## src/wwd_pkg.sv

```systemverilog
// constants, state type and register map of the window watchdog
// Functional notes
// - count steps every 16384 clocks, free prescaler phase
// - activated rollover 40h to 3Fh resets system
// - activated reload above window limit resets system
// - activation bit set by software, reset clears
// - software activation: disabled after reset, sticky
// - hardware option forces permanent activation
// - counter keeps counting even when not activated
// - both registers reset to 7Fh
// - window limit bits 6..0, bit 7 reads zero
// - plain halt: one more decrement, then stop
// - halt left by interrupt: restart after delay
// - halt left by reset: back to reset state
// - activated halt with reset option gives system reset
// - active halt: no reset, counter frozen
// - active halt interrupt exit: resume at once
// - active halt reset exit: resume after delay
package wwd_pkg;

    localparam logic [7:0] ADDR_CTRL_COUNT  = 8'h2F;
    localparam logic [7:0] ADDR_WINDOW      = 8'h30;

    localparam int         ACT_BIT          = 7;
    localparam int         COUNT_W          = 7;
    localparam logic [6:0] COUNT_RESET      = 7'h7F;
    localparam logic       ACT_RESET        = 1'b0;
    localparam logic [6:0] WINDOW_RESET     = 7'h7F;
    localparam logic [6:0] ROLL_FROM        = 7'h40;
    localparam logic [6:0] COUNT_STEP       = 7'h01;
    localparam logic [7:0] RDATA_IDLE       = 8'h00;
    localparam logic       RESERVED_BIT     = 1'b0;

    localparam int         PRESC_DIV_DEFAULT = 16384;
    localparam int         PRESC_W           = 14;

    localparam int         DELAY_SHORT_CYCLES = 256;
    localparam int         DELAY_LONG_CYCLES  = 4096;
    localparam int         DELAY_W            = 12;
    localparam logic [11:0] DELAY_SHORT_LOAD  = 12'(DELAY_SHORT_CYCLES - 1);
    localparam logic [11:0] DELAY_LONG_LOAD   = 12'(DELAY_LONG_CYCLES - 1);
    localparam logic [11:0] DELAY_DONE        = 12'h000;
    localparam logic [11:0] DELAY_STEP        = 12'h001;

    // gray codes along run -> halt -> frozen -> delay -> run
    typedef enum logic [2:0] {
        WWD_RUN         = 3'h0,
        WWD_HALT_ARM    = 3'h1,
        WWD_HALT_FROZEN = 3'h3,
        WWD_WAKE_DELAY  = 3'h2,
        WWD_ACTIVE_HALT = 3'h6
    } wwd_state_t;

endpackage

```

## src/wwd_presc_if.sv

```systemverilog
// carrier between watchdog control and its prescaler
`timescale 1ns/100ps
`default_nettype none
interface wwd_presc_if;
    logic run;
    logic tick;
    modport ctrl  (output run, input tick);
    modport presc (input run, output tick);
endinterface
`default_nettype wire

```

## src/wwd_prescaler.sv

```systemverilog
// prescaler giving the downcounter step, advancing only while run is high
`timescale 1ns/100ps
`default_nettype none
module wwd_prescaler
    import wwd_pkg::*;
#(
    parameter int DIV = PRESC_DIV_DEFAULT
) (
    input  wire logic  core_clk,
    input  wire logic  rst_b,
    wwd_presc_if.presc bus
);
    localparam logic [PRESC_W-1:0] LAST = PRESC_W'(DIV - 1);
    localparam logic [PRESC_W-1:0] ZERO = '0;
    localparam logic [PRESC_W-1:0] ONE  = PRESC_W'(1);

    logic [PRESC_W-1:0] phase;
    wire                at_last = (phase == LAST);
    wire  [PRESC_W-1:0] next_phase = at_last ? ZERO : (phase + ONE);

    // never cleared by a count write: phase unknown to software
    always_ff @(posedge core_clk) begin
        if (!rst_b) begin
            phase    <= ZERO;
            bus.tick <= 1'b0;
        end else begin
            if (bus.run) begin
                phase <= next_phase;
            end
            bus.tick <= bus.run & at_last;
        end
    end
endmodule // wwd_prescaler
`default_nettype wire

```

## src/wwd_top.sv

```systemverilog
// window watchdog: downcounter, window check, halt handling, registers
//
// Our own choice: the address-and-strobe port.
`timescale 1ns/100ps
`default_nettype none
module wwd_top
    import wwd_pkg::*;
#(
    parameter int PRESC_DIV = PRESC_DIV_DEFAULT
) (
    input  wire logic       core_clk,
    input  wire logic       rst_b,
    input  wire logic [7:0] reg_addr,
    input  wire logic [7:0] reg_wdata,
    input  wire logic       reg_wr,
    input  wire logic       reg_rd,
    output var  logic [7:0] reg_rdata,
    input  wire logic       hw_watchdog_opt,
    input  wire logic       halt_causes_reset_opt,
    input  wire logic       osc_irq_enable,
    input  wire logic       restart_delay_long,
    input  wire logic       halt_req,
    input  wire logic       wake_irq,
    input  wire logic       halt_exit_reset,
    output var  logic       wdg_reset_req,
    output var  logic       halt_mode,
    output var  logic       active_halt_mode,
    output var  logic       count_running
);

    wwd_presc_if presc_bus ();

    wwd_prescaler #(
        .DIV (PRESC_DIV)
    ) u_presc (
        .core_clk (core_clk),
        .rst_b    (rst_b),
        .bus      (presc_bus.presc)
    );

    wwd_state_t         state;
    wwd_state_t         next_state;
    logic [6:0]         down_count;
    logic [6:0]         window_limit;
    logic               watchdog_activate;
    logic [DELAY_W-1:0] delay_cnt;

    // register decode
    wire sel_ctrl    = (reg_addr == ADDR_CTRL_COUNT);
    wire sel_win     = (reg_addr == ADDR_WINDOW);
    wire wr_ctrl     = reg_wr & sel_ctrl;
    wire wr_win      = reg_wr & sel_win;
    wire rd_ctrl     = reg_rd & sel_ctrl;
    wire rd_win      = reg_rd & sel_win;
    wire wr_act      = reg_wdata[ACT_BIT];

    wire wdg_active  = watchdog_activate | hw_watchdog_opt;
    wire in_halt     = (state == WWD_HALT_ARM) | (state == WWD_HALT_FROZEN);
    wire counting    = (state == WWD_RUN) | (state == WWD_HALT_ARM);
    wire tick        = presc_bus.tick & counting;

    assign presc_bus.run = counting;

    // reset causes
    wire roll_event  = tick & ~wr_ctrl & (down_count == ROLL_FROM) & wdg_active;
    wire win_violate = wr_ctrl & wdg_active & (down_count > window_limit);
    wire new_active  = wdg_active | wr_act;
    wire sw_msb_clr  = wr_ctrl & new_active & ~reg_wdata[COUNT_W-1];
    wire halt_in_run = halt_req & (state == WWD_RUN);
    wire halt_reset  = halt_in_run & ~osc_irq_enable & halt_causes_reset_opt & wdg_active;
    wire fire        = roll_event | win_violate | sw_msb_clr | halt_reset;

    // halt left through reset goes back to the reset state
    wire halt_clear  = halt_exit_reset & in_halt;

    wire [6:0] dec_count = down_count - COUNT_STEP;
    wire [6:0] next_down_count = halt_clear ? COUNT_RESET :
                                 wr_ctrl    ? reg_wdata[COUNT_W-1:0] :
                                 tick       ? dec_count :
                                              down_count;

    wire next_activate = halt_clear ? ACT_RESET :
                         (watchdog_activate | (wr_ctrl & wr_act));

    wire [6:0] next_window = halt_clear ? WINDOW_RESET :
                             wr_win     ? reg_wdata[COUNT_W-1:0] :
                                          window_limit;

    wire [DELAY_W-1:0] delay_load = restart_delay_long ? DELAY_LONG_LOAD : DELAY_SHORT_LOAD;
    wire               delay_enter = (next_state == WWD_WAKE_DELAY) & (state != WWD_WAKE_DELAY);
    wire               delay_done  = (delay_cnt == DELAY_DONE);
    wire [DELAY_W-1:0] next_delay  = delay_enter ? delay_load :
                                     (state == WWD_WAKE_DELAY) & ~delay_done ? (delay_cnt - DELAY_STEP) :
                                     delay_cnt;

    wire [7:0] next_rdata = rd_ctrl ? {watchdog_activate, down_count} :
                            rd_win  ? {RESERVED_BIT, window_limit} :
                                      RDATA_IDLE;

    wire next_halt_mode   = (next_state == WWD_HALT_ARM) | (next_state == WWD_HALT_FROZEN);
    wire next_active_halt = (next_state == WWD_ACTIVE_HALT);
    wire next_running     = (next_state == WWD_RUN) | (next_state == WWD_HALT_ARM);

    // mode sequencing; a wake event beats a pending step
    always_comb begin
        next_state = state;
        case (state)
            WWD_RUN: begin
                if (halt_in_run & ~halt_reset) begin
                    next_state = osc_irq_enable ? WWD_ACTIVE_HALT : WWD_HALT_ARM;
                end
            end
            WWD_HALT_ARM: begin
                if (wake_irq) begin
                    next_state = WWD_WAKE_DELAY;
                end else if (halt_exit_reset) begin
                    next_state = WWD_RUN;
                end else if (tick) begin
                    next_state = WWD_HALT_FROZEN;
                end
            end
            WWD_HALT_FROZEN: begin
                if (wake_irq) begin
                    next_state = WWD_WAKE_DELAY;
                end else if (halt_exit_reset) begin
                    next_state = WWD_RUN;
                end
            end
            WWD_ACTIVE_HALT: begin
                if (wake_irq) begin
                    next_state = WWD_RUN;
                end else if (halt_exit_reset) begin
                    next_state = WWD_WAKE_DELAY;
                end
            end
            WWD_WAKE_DELAY: begin
                if (delay_done) begin
                    next_state = WWD_RUN;
                end
            end
            default: begin
                next_state = WWD_RUN;
            end
        endcase
    end

    always_ff @(posedge core_clk) begin
        if (!rst_b) begin
            state <= WWD_RUN;
            delay_cnt <= DELAY_DONE;
        end else begin
            state <= next_state;
            delay_cnt <= next_delay;
        end
    end

    always_ff @(posedge core_clk) begin
        if (!rst_b) begin
            down_count        <= COUNT_RESET;
            watchdog_activate <= ACT_RESET;
            window_limit      <= WINDOW_RESET;
        end else begin
            down_count        <= next_down_count;
            watchdog_activate <= next_activate;
            window_limit      <= next_window;
        end
    end

    // every output registered so the reset pin logic sees no glitch
    always_ff @(posedge core_clk) begin
        if (!rst_b) begin
            reg_rdata        <= RDATA_IDLE;
            wdg_reset_req    <= 1'b0;
            halt_mode        <= 1'b0;
            active_halt_mode <= 1'b0;
            count_running    <= 1'b1;
        end else begin
            reg_rdata        <= next_rdata;
            wdg_reset_req    <= fire;
            halt_mode        <= next_halt_mode;
            active_halt_mode <= next_active_halt;
            count_running    <= next_running;
        end
    end

endmodule // wwd_top
`default_nettype wire

```

## config.mk

```make
export PLATFORM = sky130hd
export DESIGN_NAME = wwd_top
export DESIGN_NICKNAME = d
export VERILOG_FILES = /design/src/wwd_pkg.sv /design/src/wwd_presc_if.sv /design/src/wwd_prescaler.sv /design/src/wwd_top.sv
export SDC_FILE = /design/constraint.sdc
export NUM_CORES = 1
export LEC_CHECK = 0
export BUFFER_PORTS_ARGS = -buffer_cell sky130_fd_sc_hd__buf_2
export CORE_UTILIZATION = 30
export CTS_BUF_LIST = sky130_fd_sc_hd__clkbuf_2
export CTS_CLUSTER_DIAMETER = 120
export DETAILED_ROUTE_END_ITERATION = 8
export SETUP_SLACK_MARGIN = 0.2
export SYNTH_ARGS = -nofsm -noshare
export SYNTH_HDL_FRONTEND = slang
export SYNTH_SLANG_ARGS = --single-unit
export TNS_END_PERCENT = 50
```

## constraint.sdc

```tcl
create_clock -name core_clk -period 2.8 [get_ports core_clk]
set_clock_uncertainty 0.2 [all_clocks]
set_input_delay 0.42 -clock core_clk [delete_from_list [all_inputs] [get_ports core_clk]]
set_output_delay 0.42 -clock core_clk [all_outputs]
set_load 0.02 [all_outputs]
```

==> impl_metrics.tcl <==
set metrics [dict create \
    leakage_nw 1.335 \
    worst_slew_pin_slew_ps 696.5 \
    synth-main-ff-cell "dfxtp_1" \
    drive_gt1_share_pct 18.97 \
    syn_inst 318 \
    maxSlewViolCount 0 \
    comb_power_share_pct 19.5 \
    max_freq_ghz 0.4510 \
    clockBufferDepth 2 \
    dp_hpwl_um 4500 \
    clk_pin_slew_ps 170 \
    arrival_ps 2370 \
    fp.dieH_um 97.68 \
    synth_nets 355 \
    yosysWarnings 0 \
    cp.required_ps 2960 \
    swShare_pct 31.51 \
    cts_buffers 9 \
    peakVddDrop_uv 188.1 \
    fp-row-count 34 \
    dieWidth_um 97.68 \
    cp_max_fo 12 \
    grtUsageMet1_pct 19.20 \
    postCtsSetupRepairBufs 0 \
    routed_wl_um 6237 \
    drc 4 \
    numPortBuffers 38 \
    synth_edf_count 0 \
    synth_cell_types 53 \
    power_density_nw_per_um2 559.3 \
    yosysSeqAreaShare_pct 41.55 \
    ys_ff_latch 57 \
    gp_congestion 0.7794 \
    die-area_sq_um 9541 \
    syn_avg_cell_area_sq_um 8.636 \
    cp-end-kind "register" \
    synth.cell_area_sq_um 2746 \
    start_kind "register" \
    slew_headroom_pct 52.96 \
    use_met2_pct 20.46 \
    vias 2384 \
    cts-root-buf "clkbuf_2" \
    p_int_mw 1.230 \
    cts_tree "yes" \
    synth-async-reset-ratio_pct 0 \
    fin_crit_sh_pct 79.18 \
    clock_latency_ps 480 \
    ant_nets 0 \
    firstDrtPassIters 6 \
    status "finished with violations" \
    initial_core_util_pct 31.19 \
    ios 39 \
    rsz0062_at_grt "false" \
    cap_violations 0 \
    switching_power_mw 0.5658 \
    grt_max_degree 20 \
    synth.largest_area_cell "dfxtp_1" \
    critPathKind "reg -> reg" \
    drt-initial-drc-count 118 \
    grt_use_total_pct 13.81 \
    seq_power_share_pct 52.0 \
    wl_per_cell_um 13.08 \
    setup_viol 0 \
    violations "design-rule violations" \
    worstHoldPathType "in -> reg" \
    diodes 0 \
    areaGrowthSynthToFinish_pct 16.90 \
    layout.nets 401 \
    grt_overflow 0 \
    grt_pass1_wl_um 10480 \
    grt_pass1_vias 2224 \
    busiest_layer "met2" \
    vias_per_cell 4.998 \
    fin_crit_ps 2217 \
    final_util_pct 36.46 \
    hold_violations 0 \
    yosysTopAreaCellShare_pct 41.55 \
    clkSinkCount 57 \
    use_met3_pct 2.518 \
    synth_area_leaders "dfxtp_1 42%, nor2_1 6.0%, xnor2_1 4.8%" \
    grt_antenna_before_repair 0 \
    final.setup.tns_ps 0 \
    p_clk_share_pct 28.4 \
    htreeDepth 3 \
    core_sq_um 8806 \
]
stage by stage:
stage / instance area, sq um / setup slack, ps / instances / power (mW) / hold WS [ps]
after CTS: 3206 / 410.7 / 477 / 1.812 / 11.66
after floorplan: 2746 / 796.0 / 318 / 1.205 / 248.7
after global placement: 3039 / 517.6 / 455 / 1.281 / 265.1
final: 3211 / 582.9 / 477 / 1.796 / 44.01
after detailed placement: 3039 / 434.0 / 455 / 1.294 / 273.1
after global routing: 3211 / 309.2 / 477 / 1.911 / 36.54
final cells by class:
class / instances / area, sq um
clock buffer: 9 / 45.04
clock inverter: 7 / 61.31
fill: 939 / 5595
inverter: 15 / 56.30
multi-input combinational: 233 / 1491
sequential: 57 / 1141
tap: 108 / 135.1
timing repair buffer: 48 / 280.3
power groups by stage:
stage / Combinational [mW] / Clock (mW) / Sequential (mW)
finish: 0.351 / 0.511 / 0.934
global route: 0.398 / 0.568 / 0.945
CTS: 0.351 / 0.526 / 0.935
detailed placement: 0.342 / 0 / 0.952
global placement: 0.333 / 0 / 0.948
floorplan: 0.266 / 0 / 0.939
Yosys cell counts (3+ instances only):
library cell and number:
a21oi_1 16, a22oi_1 7, a31oi_1 3, and3_1 6, and4_1 3, clkbuf_1 8, dfxtp_1 57, ha_1 10
inv_1 15, nand2_1 29, nand3_1 9, nand4_1 9, nor2_1 44, nor3_1 6, nor4_1 3, o211ai_1 10
o21ai_0 11, or2_2 3, or3_1 3, xnor2_1 15, xor2_1 12
cell families after synthesis:
| kind of cell | after synthesis | share of synthesized area, % |
|---|---|---|
| buffers and inverters | 28 | 4.328 |
| and+or+nand+nor | 132 | 25.60 |
| AOI/OAI and AO/OA | 61 | 14.21 |
| adders and majority gates | 10 | 4.556 |
| muxes | 3 | 1.139 |
| xor gates and xnor gates | 27 | 8.611 |
| DFF | 57 | 41.55 |
routing by layer:
metal | part of all wire [%] | up-vias
met5 | 0 | -
met4 | 2.0 | 0
met3 | 3.1 | 12
met2 | 44 | 38
met1 | 51 | 1111
li1 | - | 1223
sequential cells by signal (all words and copies together) (netlist names), 3 cells and up:
register	cells
delay_cnt	12
reg_rdata	8
u_presc.phase	14
state	3
down_count	7
window_limit	7
worst paths after layout:
check                                start                            end  slack [ps]  cells past startpoint
min reg2reg  u_presc.phase[1]$_SDFFE_PN0N_  u_presc.phase[1]$_SDFFE_PN0N_         290                      2
max             delay_cnt[11]$_SDFFE_PN0P_      delay_cnt[8]$_SDFFE_PN0P_         580                      5
max reg2reg     delay_cnt[11]$_SDFFE_PN0P_      delay_cnt[8]$_SDFFE_PN0P_         580                      5
min                           reg_wdata[7]   watchdog_activate$_SDFF_PP0_          40                      3
critical path, stage by stage, from the launching register on:
cell	delay, ps
dfxtp_1	370
nor4_2	440
nand4_2	210
a222oi_1	480
or3_4	290
a31oi_1	90
layout by cell type, fill, tap and decap left out, drive strengths merged, types with 6 or more instances in the layout:
cell type / count
dfxtp: 57
nor2: 44
buf: 42
nand2: 29
a21oi: 16
inv: 15
xnor2: 15
xor2: 12
o21ai: 12
o211ai: 10
ha: 10
nand4: 10
nand3: 9
clkbuf: 9
a22oi: 7
and3: 6
nor3: 6
dlygate4sd3: 6
repair_timing:
action	4_1_cts	5_1_grt
endpoints found under the setup margin	0	9
hold endpoints to repair	10	0
resized for setup	0	1
hold buffers	6	0
Power figures use the tool's default switching activity.
